### src/logic/csr_pkg.sv
// Purpose: Shared constants and carriers for the select/reset host controller
// Assumes: 200 MHz clock_in, AXI4-Lite register access
// Notes: Offsets are byte addresses of 32-bit words
package csr_pkg;
  localparam int unsigned CLK_PERIOD_PS = 5000;
  localparam int unsigned STD_RESET_MIN_NS = 100;
  localparam int unsigned LV_RESET_MIN_NS = 500;
  localparam int unsigned LV_RECOVERY_NS = 500;
  localparam int unsigned STD_RESET_CYC = (STD_RESET_MIN_NS * 1000 + CLK_PERIOD_PS - 1) / CLK_PERIOD_PS;
  localparam int unsigned LV_RESET_CYC = (LV_RESET_MIN_NS * 1000 + CLK_PERIOD_PS - 1) / CLK_PERIOD_PS;
  localparam int unsigned LV_RECOVERY_CYC = (LV_RECOVERY_NS * 1000 + CLK_PERIOD_PS - 1) / CLK_PERIOD_PS;
  localparam int unsigned CNT_W = 8;

  localparam logic [3:0] OFF_CTRL = 4'h0;
  localparam logic [3:0] OFF_STATUS = 4'h4;
  localparam logic [3:0] OFF_PULSE = 4'h8;

  localparam int unsigned CTRL_SELECT = 0;
  localparam int unsigned CTRL_VARIANT_LV = 1;
  localparam int unsigned CTRL_RST_POL_HIGH = 2;
  localparam int unsigned CTRL_PIN_IS_DECODE = 3;
  localparam int unsigned CTRL_DECODE_VAL = 4;
  localparam int unsigned CTRL_W = 5;
  localparam logic [CTRL_W-1:0] CTRL_RESET = 5'h00;

  localparam int unsigned ST_RESET_ASSERTED = 0;
  localparam int unsigned ST_RECOVERING = 1;
  localparam int unsigned ST_READY = 2;
  localparam int unsigned ST_POWERDOWN = 3;
  localparam int unsigned ST_PIN = 4;

  localparam logic [1:0] RESP_OKAY = 2'h0;
  localparam logic [1:0] RESP_SLVERR = 2'h2;

  typedef enum logic [1:0] {
    CSR_IDLE,
    CSR_HOLD,
    CSR_RECOVER,
    CSR_RUN
  } csr_state_e;

  // First member is the top bit, so the list runs from bit 4 down to bit 0
  typedef struct packed {
    logic decode_val;
    logic pin_is_decode;
    logic rst_pol_high;
    logic variant_lv;
    logic select;
  } csr_ctrl_s;
endpackage

### src/logic/csr_timer.sv
// Purpose: Down-counter timing a reset hold or recovery interval
// Assumes: Load and count share one clock
// Notes: done_out is high while the count is zero
`timescale 1ns/1ps
module csr_timer #(
  parameter int unsigned W = csr_pkg::CNT_W
) (
  input wire logic clock_in,
  input wire logic rst_in,
  input wire logic load_in,
  input wire logic [W-1:0] value_in,
  output logic done_out
);
  logic [W-1:0] count_r;

  always_ff @(posedge clock_in) begin
    if (rst_in) begin
      count_r <= '0;
    end else if (load_in) begin
      count_r <= value_in;
    end else if (count_r != '0) begin
      count_r <= count_r - W'(1);
    end
  end

  assign done_out = (count_r == '0);
endmodule

### src/logic/csr_host.sv
// Purpose: Host-side driver of the device select/decode pin and reset line
// Assumes: AXI4-Lite slave for software; device pins synchronous to clock_in
// Notes: Reset pulse and recovery timing enforced before ready is reported
//
// Overview of operation
// [RULE_01] Select low keeps the device operating normally.
// [RULE_02] Select high puts the device in power-down.
// [RULE_03] In decode mode the pin carries an extra decoder input value.
// [RULE_04] In decode mode the device never powers down through the pin.
// [RULE_05] Power-down floats bus pins; port pins keep, float or drive high.
// [RULE_06] Push-pull second-port selects drive high in power-down.
// [RULE_07] Open-drain second-port selects float in power-down.
// [RULE_08] Third-port input pins stay inputs in power-down.
// [RULE_09] Push-pull third-port selects drive high in power-down.
// [RULE_10] Internal selects forced inactive in power-down.
// [RULE_11] Power-down leaves all I/O-space registers unchanged.
// [RULE_12] Device reset acts asynchronously.
// [RULE_13] Standard variant: hold reset at least 100 ns.
// [RULE_14] Standard variant is usable right after reset release.
// [RULE_15] Standard variant reset polarity is selectable.
// [RULE_16] Low-voltage variant: hold reset at least 500 ns.
// [RULE_17] Low-voltage variant needs 500 ns more after release.
// [RULE_18] Low-voltage reset is active low only; host inverts.
// [RULE_19] Host makes no memory access before the device is active.
// [RULE_20] Latched inputs capture on trailing address strobe edge.
// [RULE_21] Page register clears on every chip reset.
// [RULE_22] Driving select low returns device from power-down.
`timescale 1ns/1ps
module csr_host #(
  parameter int unsigned STD_HOLD = csr_pkg::STD_RESET_CYC,
  parameter int unsigned LV_HOLD = csr_pkg::LV_RESET_CYC,
  parameter int unsigned LV_RECOVER = csr_pkg::LV_RECOVERY_CYC
) (
  input wire logic clock_in,
  input wire logic rst_in,
  input wire logic [3:0] s_awaddr_in,
  input wire logic s_awvalid_in,
  output logic s_awready_out,
  input wire logic [31:0] s_wdata_in,
  input wire logic [3:0] s_wstrb_in,
  input wire logic s_wvalid_in,
  output logic s_wready_out,
  output logic [1:0] s_bresp_out,
  output logic s_bvalid_out,
  input wire logic s_bready_in,
  input wire logic [3:0] s_araddr_in,
  input wire logic s_arvalid_in,
  output logic s_arready_out,
  output logic [31:0] s_rdata_out,
  output logic [1:0] s_rresp_out,
  output logic s_rvalid_out,
  input wire logic s_rready_in,
  output logic select_pin_out,
  output logic device_reset_pin_out,
  output logic device_ready_out
);
  logic aw_seen_r;
  logic w_seen_r;
  logic [3:0] awaddr_r;
  logic [31:0] wdata_r;
  logic wstrb0_r;
  logic [4:0] ctrl_r;
  csr_pkg::csr_ctrl_s ctrl_v;
  csr_pkg::csr_state_e state_r;
  logic pulse_req_r;
  logic do_write;
  logic timer_load;
  logic [csr_pkg::CNT_W-1:0] timer_value;
  logic timer_done;
  logic reset_active;
  logic powerdown;
  logic pin_quiet_r;

  assign ctrl_v = csr_pkg::csr_ctrl_s'(ctrl_r);

  ////////////////////////////////////////////////////////////////////////////
  // AXI4-Lite write path
  assign s_awready_out = !aw_seen_r && !s_bvalid_out;
  assign s_wready_out = !w_seen_r && !s_bvalid_out;
  assign do_write = aw_seen_r && w_seen_r && !s_bvalid_out;

  always_ff @(posedge clock_in) begin
    if (rst_in) begin
      aw_seen_r <= 1'b0;
      w_seen_r <= 1'b0;
      awaddr_r <= 4'h0;
      wdata_r <= 32'h0;
      wstrb0_r <= 1'b0;
    end else begin
      if (s_awvalid_in && s_awready_out) begin
        aw_seen_r <= 1'b1;
        awaddr_r <= s_awaddr_in;
      end
      if (s_wvalid_in && s_wready_out) begin
        w_seen_r <= 1'b1;
        wdata_r <= s_wdata_in;
        wstrb0_r <= s_wstrb_in[0];
      end
      if (do_write) begin
        aw_seen_r <= 1'b0;
        w_seen_r <= 1'b0;
      end
    end
  end

  always_ff @(posedge clock_in) begin
    if (rst_in) begin
      s_bvalid_out <= 1'b0;
      s_bresp_out <= csr_pkg::RESP_OKAY;
    end else if (do_write) begin
      s_bvalid_out <= 1'b1;
      s_bresp_out <= (awaddr_r == csr_pkg::OFF_CTRL || awaddr_r == csr_pkg::OFF_PULSE)
                     ? csr_pkg::RESP_OKAY : csr_pkg::RESP_SLVERR;
    end else if (s_bready_in) begin
      s_bvalid_out <= 1'b0;
    end
  end

  // Control word; only low byte lane carries fields
  always_ff @(posedge clock_in) begin
    if (rst_in) begin
      ctrl_r <= csr_pkg::CTRL_RESET;
    end else if (do_write && wstrb0_r && awaddr_r == csr_pkg::OFF_CTRL) begin
      ctrl_r <= wdata_r[csr_pkg::CTRL_W-1:0];
    end
  end

  // Pulse request set by write, cleared when the hold starts
  always_ff @(posedge clock_in) begin
    if (rst_in) begin
      pulse_req_r <= 1'b0;
    end else if (do_write && wstrb0_r && awaddr_r == csr_pkg::OFF_PULSE && wdata_r[0]) begin
      pulse_req_r <= 1'b1;
    end else if (state_r == csr_pkg::CSR_HOLD) begin
      pulse_req_r <= 1'b0;
    end
  end

  ////////////////////////////////////////////////////////////////////////////
  // AXI4-Lite read path
  assign s_arready_out = !s_rvalid_out;

  always_ff @(posedge clock_in) begin
    if (rst_in) begin
      s_rvalid_out <= 1'b0;
      s_rdata_out <= 32'h0;
      s_rresp_out <= csr_pkg::RESP_OKAY;
    end else if (s_arvalid_in && s_arready_out) begin
      s_rvalid_out <= 1'b1;
      s_rresp_out <= csr_pkg::RESP_OKAY;
      unique case (s_araddr_in)
        csr_pkg::OFF_CTRL: s_rdata_out <= {27'h0, ctrl_r};
        csr_pkg::OFF_STATUS: s_rdata_out <= {27'h0, select_pin_out, powerdown, device_ready_out,
                                             state_r == csr_pkg::CSR_RECOVER, reset_active};
        csr_pkg::OFF_PULSE: s_rdata_out <= 32'h0;
        default: begin
          s_rdata_out <= 32'h0;
          s_rresp_out <= csr_pkg::RESP_SLVERR;
        end
      endcase
    end else if (s_rready_in) begin
      s_rvalid_out <= 1'b0;
    end
  end

  ////////////////////////////////////////////////////////////////////////////
  // Reset sequencer; host reset always starts a full device reset
  always_ff @(posedge clock_in) begin
    if (rst_in) begin
      state_r <= csr_pkg::CSR_IDLE;
    end else begin
      unique case (state_r)
        csr_pkg::CSR_IDLE: state_r <= csr_pkg::CSR_HOLD;
        csr_pkg::CSR_HOLD: begin
          // Recovery load shares this edge; waiting on it would stall the hold
          if (timer_done) begin
            state_r <= ctrl_v.variant_lv ? csr_pkg::CSR_RECOVER : csr_pkg::CSR_RUN; // see [RULE_14]
          end
        end
        csr_pkg::CSR_RECOVER: begin
          if (timer_done && !timer_load) begin
            state_r <= csr_pkg::CSR_RUN; // see [RULE_17]
          end
        end
        csr_pkg::CSR_RUN: begin
          if (pulse_req_r) begin
            state_r <= csr_pkg::CSR_IDLE;
          end
        end
      endcase
    end
  end

  // Hold and recovery lengths, loaded on state entry
  assign timer_load = (state_r == csr_pkg::CSR_IDLE) ||
                      (state_r == csr_pkg::CSR_HOLD && timer_done && ctrl_v.variant_lv);
  always_comb begin
    if (state_r == csr_pkg::CSR_IDLE) begin
      timer_value = ctrl_v.variant_lv ? csr_pkg::CNT_W'(LV_HOLD) : csr_pkg::CNT_W'(STD_HOLD); // see [RULE_13] [RULE_16]
    end else begin
      timer_value = csr_pkg::CNT_W'(LV_RECOVER);
    end
  end

  csr_timer #(
    .W(csr_pkg::CNT_W)
  ) u_timer (
    .clock_in(clock_in),
    .rst_in(rst_in),
    .load_in(timer_load),
    .value_in(timer_value),
    .done_out(timer_done)
  );

  ////////////////////////////////////////////////////////////////////////////
  // Device pins
  assign reset_active = (state_r == csr_pkg::CSR_IDLE) || (state_r == csr_pkg::CSR_HOLD);
  assign powerdown = !ctrl_v.pin_is_decode && ctrl_v.select; // see [RULE_02] [RULE_04]

  always_ff @(posedge clock_in) begin
    if (rst_in) begin
      device_reset_pin_out <= 1'b0;
    end else if (ctrl_v.variant_lv || !ctrl_v.rst_pol_high) begin
      device_reset_pin_out <= !reset_active; // Active low; see [RULE_18] [RULE_15]
    end else begin
      device_reset_pin_out <= reset_active; // see [RULE_15]
    end
  end

  // Decode mode carries software value; select mode drives low unless power-down
  always_ff @(posedge clock_in) begin
    if (rst_in) begin
      select_pin_out <= 1'b0;
    end else if (ctrl_v.pin_is_decode) begin
      select_pin_out <= ctrl_v.decode_val; // see [RULE_03]
    end else begin
      select_pin_out <= ctrl_v.select; // see [RULE_01] [RULE_22]
    end
  end

  // Memory accesses gated until device is out of reset and not powered down
  // Pins lag the sequencer by one register; ready waits for the pins themselves
  always_ff @(posedge clock_in) begin
    if (rst_in) begin
      pin_quiet_r <= 1'b0;
    end else begin
      pin_quiet_r <= !reset_active && !powerdown;
    end
  end
  assign device_ready_out = (state_r == csr_pkg::CSR_RUN) && !powerdown && pin_quiet_r; // see [RULE_19]

  ////////////////////////////////////////////////////////////////////////////
  // Checks
  logic [csr_pkg::CNT_W-1:0] low_cnt_r;
  always_ff @(posedge clock_in) begin
    if (rst_in || !reset_active) begin
      low_cnt_r <= '0;
    end else if (low_cnt_r != '1) begin
      low_cnt_r <= low_cnt_r + csr_pkg::CNT_W'(1);
    end
  end

  a_hold_long_enough: assert property (@(posedge clock_in) disable iff (rst_in) // see [RULE_13] [RULE_16]
    $fell(reset_active) |-> $past(low_cnt_r) >=
      (ctrl_v.variant_lv ? csr_pkg::CNT_W'(LV_HOLD) : csr_pkg::CNT_W'(STD_HOLD)))
    else $error("device reset hold too short");
  a_lv_recovery: assert property (@(posedge clock_in) disable iff (rst_in) // see [RULE_17]
    $fell(reset_active) && ctrl_v.variant_lv |-> !device_ready_out [*8])
    else $error("ready during low-voltage recovery");
  a_std_ready: assert property (@(posedge clock_in) disable iff (rst_in) // see [RULE_14]
    $fell(reset_active) && !ctrl_v.variant_lv && !powerdown && !pulse_req_r |=> device_ready_out)
    else $error("standard variant not ready after release");
  a_lv_polarity: assert property (@(posedge clock_in) disable iff (rst_in) // see [RULE_18]
    ##1 $past(ctrl_v.variant_lv) && $past(reset_active) |-> !device_reset_pin_out)
    else $error("low-voltage reset not active low");
  a_high_polarity: assert property (@(posedge clock_in) disable iff (rst_in) // see [RULE_15]
    ##1 $past(!ctrl_v.variant_lv && ctrl_v.rst_pol_high) |-> device_reset_pin_out == $past(reset_active))
    else $error("high-polarity reset wrong");
  a_no_early_access: assert property (@(posedge clock_in) disable iff (rst_in) // see [RULE_19]
    device_ready_out |-> !reset_active && state_r == csr_pkg::CSR_RUN)
    else $error("ready while device in reset");
  a_decode_no_pd: assert property (@(posedge clock_in) disable iff (rst_in) // see [RULE_04]
    ctrl_v.pin_is_decode |-> !powerdown)
    else $error("power-down in decode mode");
  a_select_follows: assert property (@(posedge clock_in) disable iff (rst_in) // see [RULE_02] [RULE_22]
    !ctrl_v.pin_is_decode ##1 !$past(ctrl_v.pin_is_decode) |-> select_pin_out == $past(ctrl_v.select))
    else $error("select pin not following control");
  a_decode_value: assert property (@(posedge clock_in) disable iff (rst_in) // see [RULE_03]
    ##1 $past(ctrl_v.pin_is_decode) |-> select_pin_out == $past(ctrl_v.decode_val))
    else $error("decode value not driven");

  c_lv_cycle: cover property (@(posedge clock_in) disable iff (rst_in)
    ctrl_v.variant_lv && state_r == csr_pkg::CSR_RECOVER ##[1:300] device_ready_out);
  c_pulse: cover property (@(posedge clock_in) disable iff (rst_in) pulse_req_r ##[1:200] reset_active);
  c_powerdown: cover property (@(posedge clock_in) disable iff (rst_in) powerdown ##[1:50] !powerdown);
endmodule

### config.mk
export PLATFORM = sky130hd
export DESIGN_NAME = csr_host
export DESIGN_NICKNAME = d
export VERILOG_FILES = /design/src/logic/csr_pkg.sv /design/src/logic/csr_timer.sv /design/src/logic/csr_host.sv
export SDC_FILE = /design/constraint.sdc
export NUM_CORES = 1
export LEC_CHECK = 0
export ABC_AREA = 1
export BUFFER_PORTS_ARGS = -buffer_cell sky130_fd_sc_hd__buf_4
export CORE_ASPECT_RATIO = 1.25
export CORE_MARGIN = 3
export CORE_UTILIZATION = 50
export CTS_CLUSTER_SIZE = 40
export DETAILED_ROUTE_END_ITERATION = 16
export HOLD_SLACK_MARGIN = 0.06
export PLACE_DENSITY = 0.85
export SYNTH_ARGS = -nofsm -noshare
export SYNTH_HDL_FRONTEND = slang
export SYNTH_SLANG_ARGS = --single-unit
### constraint.sdc
create_clock -name clock_in -period 2.6 [get_ports clock_in]
set_input_delay 0.26 -clock clock_in [delete_from_list [all_inputs] [get_ports clock_in]]
set_output_delay 0.26 -clock clock_in [all_outputs]
set_load 0.005 [all_outputs]
==> run metrics, run 1 <==
setup ws final about 1000 ps; Core Area 0.00385 mm²; Die Area 0.00487 mm²; clock root buffer clkbuf_8; row count 25; Final setup viols 0; Slew Limit Fails 0; reg2reg setup slack 1050 ps; Max Clk Rate 644 MHz; CP startpoint kind flop; r2r endpoint state_r[0]$_SDFFE_PP0P_; Yosys cell types 28; DIE HEIGHT 77.3 µm; Storage cell area 801 µm²; Clock Tree Buf Depth 2; DP HPWL 3.00 mm; final setup TNS 0 ps; drt total wl 3.93 mm; GP Congestion 0.805; Port Buffer Count 35; fraction of layout cells with a size suffix above 1 0.156; Post-CTS Hold Buffers 0; n_diodes 0; final period utilization 0.598; clk_skew 10.2 ps; Hold/Removal Path Class input port to flop; crit-path leading delay family simple AND/OR/NAND/NOR gates; area of the multi-input gates 976 µm²; worst r2r path cells 9; WS Path Type flop to flop; Routed Antenna Nets 0; Max-cap violations 0; # IOs 95; Critical Path RT 2830 ps; post-synthesis cell area 0.00203 mm²; CP endpoint kind flop; 1st-iter DRT viols 73; clock tree sinks 40; Leak about 1.2 nW; top_reg_cell synth dfxtp_1; Vias 1733; RSZ-0062 raised after global routing false; Post-Synthesis Cells 281; crit path time final 1550 ps; status completed; Slew headroom 0.537; cts bufs inserted 5; fin nets between 300 and 400; post-synthesis sequential area ratio 0.394; GR Overflow Total 0; First-pass DRT Iterations 4; final hold slack 213 ps; R2R Path Start state_r[0]$_SDFFE_PP0P_; CP max stage cell dfxtp_1; first-pass GRT wire length 6.54 mm; GRT Total Usage 0.171; hold path depth 4; Peak VDD IR ~0.34 mV; Clock Pin Slew Worst Setup and Hold Paths 80 ps; Residual DRC 0; Post-Place Worst Slack between 1000 and 1500 ps; Clock Latency Late Sink roughly 290 ps; Synth Register Bits 40; chip width around 63 µm; Worst Min Path Start s_bready_in; antenna violations before repair 0; synth cell count leaders nor2_1, dfxtp_1, inv_1; Via density 4.63; CP Data Arrival Time 1780 ps; CP bufs+invs 2; synthesized area per cell 7.23 µm²; ranking of synthesized cells by area dfxtp_1, nor2_1, buf_4; most frequent cell after synthesis nor2_1; Post-synth ARST share 0; worst stage delay on the critical path 410 ps; area leader, netlist dfxtp_1; Worst Path Max Fanout 7; largest net degree at the start of global routing 28; post-CTS setup buffer count 0; Power Density 894 mW/mm²; Synth warnings 0; Hold Violations, Final 0; number of gates resized after cts 0; crit path cell chain inv_1 > ha_1 > inv_1 > nand3_4 > nand2_2 > nand2_2 > nand2_1 > nand2_1 > nor2_1; worst-margin pin slew 694 ps; area added between synthesis and finish 14.7%; Fillers between 300 and 400; EDFF count, synth 0; CTS tree done; Yosys top cell area share 0.394; vias in the first global route 1567; Starting Density 0.528; wire length per cell 10.5 µm; Hold EP s_bvalid_out$_SDFFE_PP0P_; CTS HTree Levels 2
## power by group
group	leakage [nW]	switching [mW]	total [mW]	internal, mW
sequential	0.329	0.0777	0.802	0.725
combinational	0.784	0.521	0.855	0.333
clock	0.0445	0.210	0.426	0.216
## final cells by class
cell class                 instances  share of cell area
sequential                        40               0.344
clock inverter                     1             0.00322
tap                               54              0.0290
multi-input combinational        203               0.419
clock buffer                       7              0.0371
inverter                          34              0.0548
timing repair buffer              35               0.113
## logic make-up after synthesis
| logic type | count (synthesis) | share of synthesized area |
|---|---|---|
| xor+xnor | 3 | 0.0129 |
| buf+inv | 66 | 0.177 |
| flops | 40 | 0.394 |
| other cells | 1 | 0.00185 |
| fa+ha+maj | 6 | 0.0370 |
| simple gates | 116 | 0.250 |
| compound gates | 49 | 0.127 |
## layer usage
layer	GRT usage	routed length, µm
met1	0.179	1580
met2	0.297	2020
met3	0.0498	229
met4	0.102	101
met5	0	0
## worst min-delay path: cells and delay by family
kind,cells,cell delay (ps)
buffers and inverters,2,110
AOI/OAI and AO/OA,1,50
and+or+nand+nor,1,40
## worst max path at each step
stage	startpoint	to	slack [ps]	cells after the start
3_5_place_dp	state_r[0]$_SDFFE_PP0P_	state_r[0]$_SDFFE_PP0P_	1050	9
2_1_floorplan	state_r[0]$_SDFFE_PP0P_	state_r[0]$_SDFFE_PP0P_	1270	8
5_1_grt	state_r[0]$_SDFFE_PP0P_	state_r[1]$_SDFFE_PP0P_	870	9
3_3_place_gp	state_r[0]$_SDFFE_PP0P_	state_r[0]$_SDFFE_PP0P_	1110	9
6_report	state_r[0]$_SDFFE_PP0P_	state_r[0]$_SDFFE_PP0P_	1050	9
4_1_cts	state_r[0]$_SDFFE_PP0P_	state_r[0]$_SDFFE_PP0P_	1030	9
## sequential cells by signal (all words and copies together), names as in the netlist
name	flops
awaddr_r	4
device_reset_pin_out	1
state_r	2
pin_quiet_r	1
pulse_req_r	1
ctrl_r	5
s_rvalid_out	1
select_pin_out	1
aw_seen_r	1
wstrb0_r	1
s_rresp_out	1
s_rdata_out	5
s_bresp_out	1
s_bvalid_out	1
u_timer.count_r	8
wdata_r	5
w_seen_r	1
## cells in the final DEF (no fill, tap or decap)
| cell type | synthesis | final |
|---|---|---|
| a21oi_1 | 15 | 15 |
| a31oi_1 | 1 | 1 |
| buf_4 | 29 | 35 |
| clkbuf_1 | 1 | 1 |
| clkbuf_8 | 0 | 6 |
| clkinv_1 | 1 | 1 |
| clkinvlp_4 | 0 | 1 |
| conb_1 | 1 | 29 |
| dfxtp_1 | 40 | 40 |
| ha_1 | 6 | 6 |
| inv_1 | 33 | 33 |
| nand2_1 | 32 | 32 |
| nand2_2 | 3 | 3 |
| nand3_1 | 9 | 9 |
| nand3_2 | 1 | 1 |
| nand3_4 | 1 | 1 |
| nand3b_1 | 1 | 1 |
| nand4_1 | 2 | 2 |
| nor2_1 | 61 | 61 |
| nor2_2 | 1 | 1 |
| nor2_8 | 1 | 1 |
| nor3_1 | 3 | 3 |
| o211ai_1 | 1 | 1 |
| o21a_1 | 2 | 2 |
| o21ai_0 | 29 | 29 |
| o221ai_1 | 1 | 1 |
| or2_2 | 1 | 1 |
| xnor2_1 | 1 | 1 |
| xor2_1 | 2 | 2 |
## stage by stage
stage,cell area [µm²],utilization,std cells,power (mW)
floorplan,2140,-,309,1.51
global route,2330,0.605,374,2.27
detailed placement,2230,0.581,366,1.67
CTS,2330,0.605,374,2.09
finish,2330,0.605,374,2.08
global placement,2230,0.581,366,1.63
Power figures use the tool's default switching activity.
==> run 2: changes to the inputs <==
--- a/config.mk
+++ b/config.mk
@@ -5,15 +5,15 @@
 export SDC_FILE = /design/constraint.sdc
 export NUM_CORES = 1
 export LEC_CHECK = 0
-export ABC_AREA = 1
+export ABC_AREA = 0
 export BUFFER_PORTS_ARGS = -buffer_cell sky130_fd_sc_hd__buf_4
 export CORE_ASPECT_RATIO = 1.25
 export CORE_MARGIN = 3
-export CORE_UTILIZATION = 50
+export CORE_UTILIZATION = 47
 export CTS_CLUSTER_SIZE = 40
 export DETAILED_ROUTE_END_ITERATION = 16
 export HOLD_SLACK_MARGIN = 0.06
-export PLACE_DENSITY = 0.85
+export PLACE_DENSITY = 0.8
 export SYNTH_ARGS = -nofsm -noshare
 export SYNTH_HDL_FRONTEND = slang
 export SYNTH_SLANG_ARGS = --single-unit
==> constraint.sdc (replaced) <==
create_clock -name clock_in -period 1.45 [get_ports clock_in]
set_input_delay 0.145 -clock clock_in [delete_from_list [all_inputs] [get_ports clock_in]]
set_output_delay 0.145 -clock clock_in [all_outputs]
set_load 0.005 [all_outputs]
==> run 2 against run 1 <==
  * Synthesized cell count is 16% lower
  * Clock power grew to 3.0 times the previous value
  * Via count is 2.7% higher
  * Flip-flop and latch count stayed put
  * Wire length is 19% higher
  * Combinational power grew to 3.3 times the previous value
  * Final cell count is 4.3% lower
  * First-iteration DRC count is 18% higher
  * Maximum frequency is 9.1% lower
  * Total power grew to 2.6 times the previous value
  * Worst hold slack worse by 140 ps
  * The flow now finishes with violations (negative setup slack)
==> run metrics, run 2 <==
GRT Total Usage 0.184; placed instance area 0.00247 mm²; main combinational cell family by area after synthesis simple AND/OR/NAND/NOR gates; Port Buffer Count 35; CP max stage cell or4_4; Post-Layout Cell Count 358; drt total wl 4.68 mm; DP HPWL 3.24 mm; Yosys cell types 46; clock root buffer clkbuf_8; Synth Area in Simple Gates 0.203; DIE HEIGHT 80.6 µm; CP bufs+invs 0; Synth Register Bits 40; Routed Antenna Nets 0; wire length per cell 13.1 µm; cts bufs inserted 5; final setup TNS -1010 ps; RSZ-0062 raised after global routing true; WS Path Type flop to flop; Post-Place Worst Slack -242 ps; switching part of the total 0.342; Yosys top cell area share 0.383; first-pass GRT wire length 7.44 mm; Vias ~1800; GP Congestion 0.841; n_diodes 0; EDFF count, synth 0; post-synthesis cell area 0.00209 mm²; CP endpoint kind flop; worst stage delay on the critical path between 500 and 600 ps; Final Power 5.46 mW; final period utilization 1.18; failing checks negative setup slack; Leak 1.31 nW; largest net degree at the start of global routing 40; Post-CTS Hold Buffers 0; Worst Path Max Fanout 2; ranking of synthesized cells by area dfxtp_1, buf_4, mux2i_1; Flop pwr share 0.256; CP Data Arrival Time 1910 ps; complex-gate fraction of the synthesized area 0.130; Die Area around 0.0053 mm²; Final setup viols 9; chip width 65.7 µm; row count 26; Post-Synthesis Cells 237; most frequent cell after synthesis dfxtp_1; Post-synth ARST share 0; clock tree sinks 40; First-pass DRT Iterations 4; vias in the first global route 1603; 1st-iter DRT viols 86; Clock Pin Slew Worst Setup and Hold Paths 80 ps; top_reg_cell synth dfxtp_1; # IOs 95; CP startpoint kind flop; Sw Pwr 1.87 mW; Max Clk Rate 585 MHz; Core Area roughly 0.0042 mm²; status finished, violations left; GR Overflow Total 0; synthesized area per cell ~9 µm²; max reg flops 8; Max-cap violations 0; Via density 4.97; Post-Place Cells around 340; clk_skew around 8.9 ps; Critical Path RT around 1700 ps; most frequent cells in the layout buf_4, nor2_1, dfxtp_1, conb_1, mux2i_1; area added between synthesis and finish 34.4%; combinational power share 0.513; antenna violations before repair 0; crit path time final 1710 ps; Synth warnings 0; post-synthesis sequential area ratio 0.383; Peak VDD IR 0.905 mV; CTS tree done; fin nets 358; mux contribution to synthesized area 0.0921; Slew Limit Fails 0; crit-path leading delay family simple AND/OR/NAND/NOR gates; Power Density roughly 1900 mW/mm²; Hold/Removal Path Class input port to flop; Clock Latency Late Sink approximately 300 ps; fraction of layout cells with a size suffix above 1 0.371; Synth Area in Adders 0.0359; synth cell count leaders dfxtp_1, nor2_1, buf_4; internal power between 3 and 4 mW; setup ws final -259 ps; Hold Violations, Final 0; crit path cell chain or4_4 > nor4_4 > mux2_1 > and3_1; area leader, netlist dfxtp_1; Clock Power Share 0.231; Biggest register u_timer.count_r; fin area around 0.0028 mm²; Residual DRC 0; CTS HTree Levels 2; Clock Tree Buf Depth 2; fraction of synthesized cell area in xor and xnor cells 0.00837; Starting Density 0.499; commonest non-fill, non-tap cell in the layout buf_4
## run 2: changes by cell type in the layout (fill, tap and decap cells not counted), moves of 6 or more
cell / delta
buf_4: +29
nand2_1: -28
mux2i_1: +17
nand3_1: -9
dfxtp_2: +7
nand2b_1: +6
inv_1: -25
dfxtp_1: -7
nor2_1: -27
o21ai_0: -29
## run 2: power groups by stage
stage | Combinational [mW] | Clock (mW) | Sequential [mW]
floorplan | 1.32 | 0 | 1.44
global placement | 2.05 | 0 | 1.40
detailed placement | 2.11 | 0 | 1.40
CTS | 2.51 | 1.28 | 1.39
global route | 3.04 | 1.32 | 1.42
finish | 2.80 | 1.26 | 1.40
## run 2: final timing paths
path	start	to	slack [ps]	cells past startpoint
max	u_timer.count_r[3]$_SDFFE_PP0P_	u_timer.count_r[7]$_SDFFE_PP0P_	-260	4
min	s_awaddr_in[3]	awaddr_r[3]$_SDFFE_PP0P_	70	3
max reg2reg	u_timer.count_r[3]$_SDFFE_PP0P_	u_timer.count_r[7]$_SDFFE_PP0P_	-260	4
min reg2reg	pulse_req_r$_SDFFE_PP0P_	pulse_req_r$_SDFFE_PP0P_	470	2
## run 2: cell type report
| type | instances | area (µm²) |
|---|---|---|
| fillers | 333 | 1380 |
| multi-input cells | 175 | 1200 |
| clock buffers | 5 | 68.8 |
| inverters | 10 | 37.5 |
| well taps | 56 | 70.1 |
| repair buffers | 69 | 537 |
| clock inverters | 3 | 90.1 |
| flip-flops and latches | 40 | 810 |
## run 2: worst register-to-register path, cell delays in order, from the launching register on
cell and delay (ps):
dfxtp_2 330, or4_4 550, nor4_4 240, mux2_1 340
and3_1 160
## run 2: routing by layer
layer | part of all wire | vias to the layer above | global-route usage
met2 | 0.53 | 52 | 0.319
met5 | 0 | - | 0
met1 | 0.39 | 831 | 0.206
li1 | - | 888 | -
met3 | 0.056 | 9 | 0.0448
met4 | 0.017 | 0 | 0.0892
## run 2: per-stage QoR
step            util  hold slack, ps
2_1_floorplan      -             292
3_3_place_gp   0.590             377
3_5_place_dp   0.590             387
4_1_cts        0.654            72.8
5_1_grt        0.670            73.9
6_report       0.670            74.9
## run 2: repair_timing
item / CTS / global route
setup endpoints to repair: 11 / 14
pin swaps: 10 / 7
cloned: 1 / 0
resized for setup: 16 / 15
setup buffers: 5 / 2
## run 2: cell families after synthesis
| logic type | after synthesis |
|---|---|
| multiplexers | 19 |
| adder cells (fa/ha/maj) | 6 |
| AO/OA/AOI/OAI | 39 |
| flip-flops | 40 |
| XOR/XNOR | 2 |
| AND/OR/NAND/NOR | 80 |
| other | 1 |
| buffers and inverters | 50 |
==> run 3: changes to the inputs <==
--- a/config.mk
+++ b/config.mk
@@ -8,12 +8,13 @@
 export ABC_AREA = 0
 export BUFFER_PORTS_ARGS = -buffer_cell sky130_fd_sc_hd__buf_4
 export CORE_ASPECT_RATIO = 1.25
-export CORE_MARGIN = 3
+export CORE_MARGIN = 5
 export CORE_UTILIZATION = 47
 export CTS_CLUSTER_SIZE = 40
 export DETAILED_ROUTE_END_ITERATION = 16
 export HOLD_SLACK_MARGIN = 0.06
-export PLACE_DENSITY = 0.8
+export PLACE_DENSITY = 0.79
 export SYNTH_ARGS = -nofsm -noshare
 export SYNTH_HDL_FRONTEND = slang
+export SYNTH_HIERARCHICAL = 1
 export SYNTH_SLANG_ARGS = --single-unit
==> run 3 against run 2 <==
  * The flow still finishes with violations (negative setup slack)
  * Clock power decreased by 43%
  * Non-clock buffer count decreased by 8
  * Total power decreased by 29%
  * Wire length decreased by 0.94%
  * Clock skew about the same
  * Clock-buffer cell count increased by 2
==> run metrics, run 3 <==
status finished, violations left; failing checks negative setup slack; R2R Path Start u_timer/count_r[3]$_SDFFE_PP0P_; GP Congestion 0.835; chip width 70.8 µm; Final setup viols 11; CTS HTree Levels 2; Worst Path Max Fanout 4; EDFF count, synth 0; Post-synth ARST share 0; max reg flops 8; Residual DRC 0; Leak 1.18 nW; Metal-1 WL roughly 1.9 mm; 1st-iter DRT viols 87; # IOs 95; Hold Violations, Final 0; CP endpoint kind flop; largest net degree at the start of global routing 25; Hold/Removal Path Class input port to flop; Max Clk Rate roughly 550 MHz; hold path depth 3; synthesized area per cell 8.97 µm²; Peak VDD IR ~0.74 mV; Max-cap violations 0; antenna violations before repair 0; row count 27; Worst Min Path Start s_awaddr_in[2]; Biggest register u_timer/count_r; Via density 4.97; worst r2r path cells 6; Yosys cell types 53; Critical Path RT 1660 ps; Post-Layout Cell Count 363; most frequent cell after synthesis dfxtp_1; CP startpoint kind flop; Post-Place Cells 355; GRT Total Usage 0.150; Synth Register Bits 40; wire length per cell 12.8 µm; commonest non-fill, non-tap cell in the layout buf_4; post-synthesis sequential area ratio 0.369; synth cell count leaders dfxtp_1, buf_4, nor2_1; setup ws final -375 ps; Power Density approximately 1400 mW/mm²; First-pass DRT Iterations 4; Vias 1803; Synth warnings 6; Core Area ~0.0044 mm²; ranking of synthesized cells by area dfxtp_1, buf_4, mux2i_1; GR Overflow Total 0; crit path from u_timer/count_r[3]$_SDFFE_PP0P_; Clock Pin Slew Worst Setup and Hold Paths 80 ps; drt total wl 4.64 mm; clk_skew 9.07 ps; most frequent cells in the layout buf_4, dfxtp_1, conb_1, nor2_1, nand2_1; RSZ-0062 raised after global routing true; CTS tree done; crit path time final 1820 ps; fin nets 360; met2 routed WL 2.42 mm; cts bufs inserted 5; Clock Latency Late Sink 290 ps; fraction of layout cells with a size suffix above 1 0.311; vias in the first global route 1744; clock root buffer clkbuf_8; Fillers 394; Slew Limit Fails 0; Die Area 0.00608 mm²; Routed Antenna Nets 0; n_diodes 0; DP HPWL 3.48 mm; area added between synthesis and finish 24.3%; WS Path Type flop to flop; crit path cell chain nor4_4 > and4bb_2 > a21bo_1 > a222oi_1 > buf_4 > mux2i_1; CP max stage cell dfxtp_2; WL met3 229 µm; Post-Synthesis Cells 242; top_reg_cell synth dfxtp_1; area leader, netlist dfxtp_1; CP Data Arrival Time 2040 ps; Starting Density 0.490; worst stage delay on the critical path between 300 and 400 ps; Yosys top cell area share 0.369; Clock Tree Buf Depth 2; DIE HEIGHT 86.0 µm; first-pass GRT wire length approximately 7.5 mm; Top Layer Used met4; post-synthesis cell area 0.00217 mm²; Post-CTS Hold Buffers 0; Final Power 3.90 mW; final period utilization 1.26; Port Buffer Count 35; clock tree sinks 40
==> run 3: changes by cell type after synthesis, sizes merged, moves of 3 or more <==
cell    previous run  this run
nor2              35        19
mux2i             17        13
a22oi              3         0
clkbuf             9         5
a31oi              4         0
xnor2              1         4
o32ai              0         4
and2               3         0
nand4              3         0
nand3              0         9
nor2b              4         8
nand2              6        16
o21ai              2         7
==> run 3: where the power goes <==
part | switching [mW] | internal, mW
Clock | 0.380 | 0.343
Combinational | 0.819 | 0.936
Sequential | 0.135 | 1.28
Total | 1.33 | 2.56
==> run 3: repair_timing <==
action                     CTS  global route
resized for setup            6             7
buffers inserted             1             0
pin swaps                    1             3
setup endpoints to repair   12            13
==> run 3: worst paths after layout <==
check	endpoint	slack [ps]
hold / removal	awaddr_r[2]$_SDFFE_PP0P_	80
setup / recovery	state_r[1]$_SDFFE_PP0P_	-370
hold reg to reg	s_rdata_out[4]$_SDFFE_PP0P_	470
setup reg to reg	state_r[1]$_SDFFE_PP0P_	-370
==> run 3: area by class of cell <==
| cell class | instances | area (µm²) | area share |
|---|---|---|---|
| Tap cell | 58 | 72.6 | 0.0269 |
| Inverter | 9 | 33.8 | 0.0125 |
| Sequential cell | 40 | 808 | 0.300 |
| Clock buffer | 7 | 76.3 | 0.0283 |
| Timing Repair Buffer | 61 | 458 | 0.170 |
| Multi-Input combinational cell | 187 | 1240 | 0.460 |
| Clock inverter | 1 | 8.76 | 0.00325 |
==> run 3: metrics by stage <==
stage                     utilization  cell area, µm²  setup WS, ps  setup TNS (ps)  hold WS (ps)
after floorplan                     -            2310          -388           -2920           292
after global routing            0.610            2700          -498           -3400          82.1
after CTS                       0.606            2680          -368           -2570          84.3
after detailed placement        0.579            2560          -338           -2180           397
final                           0.610            2700          -375           -2460          84.2
after global placement          0.579            2560          -252           -1740           379
==> run 3: kinds of logic (layout without fill, tap and decap cells) <==
group                      Yosys count  in the layout  synth area share
adders and majority gates            5              5            0.0288
AOI/OAI and AO/OA                   40             40             0.123
DFF                                 40             40             0.369
xor gates and xnor gates             5              5            0.0202
muxes                               15             15            0.0704
other                                2             34           0.00346
and+or+nand+nor                     88             88             0.245
buffers and inverters               47             78             0.140
==> run 3: metal layers <==
layer,vias up,GRT usage
met3,9,0.0387
met2,38,0.269
met1,855,0.164
met5,-,0
li1,901,-
met4,0,0.0650
==> run 3: critical path: cells and delay by family (launching register included) <==
family	cells	cell delay, ps
and+or+nand+nor	2	590
AOI/OAI and AO/OA	2	460
DFF	1	330
buffers and inverters	1	190
muxes	1	180
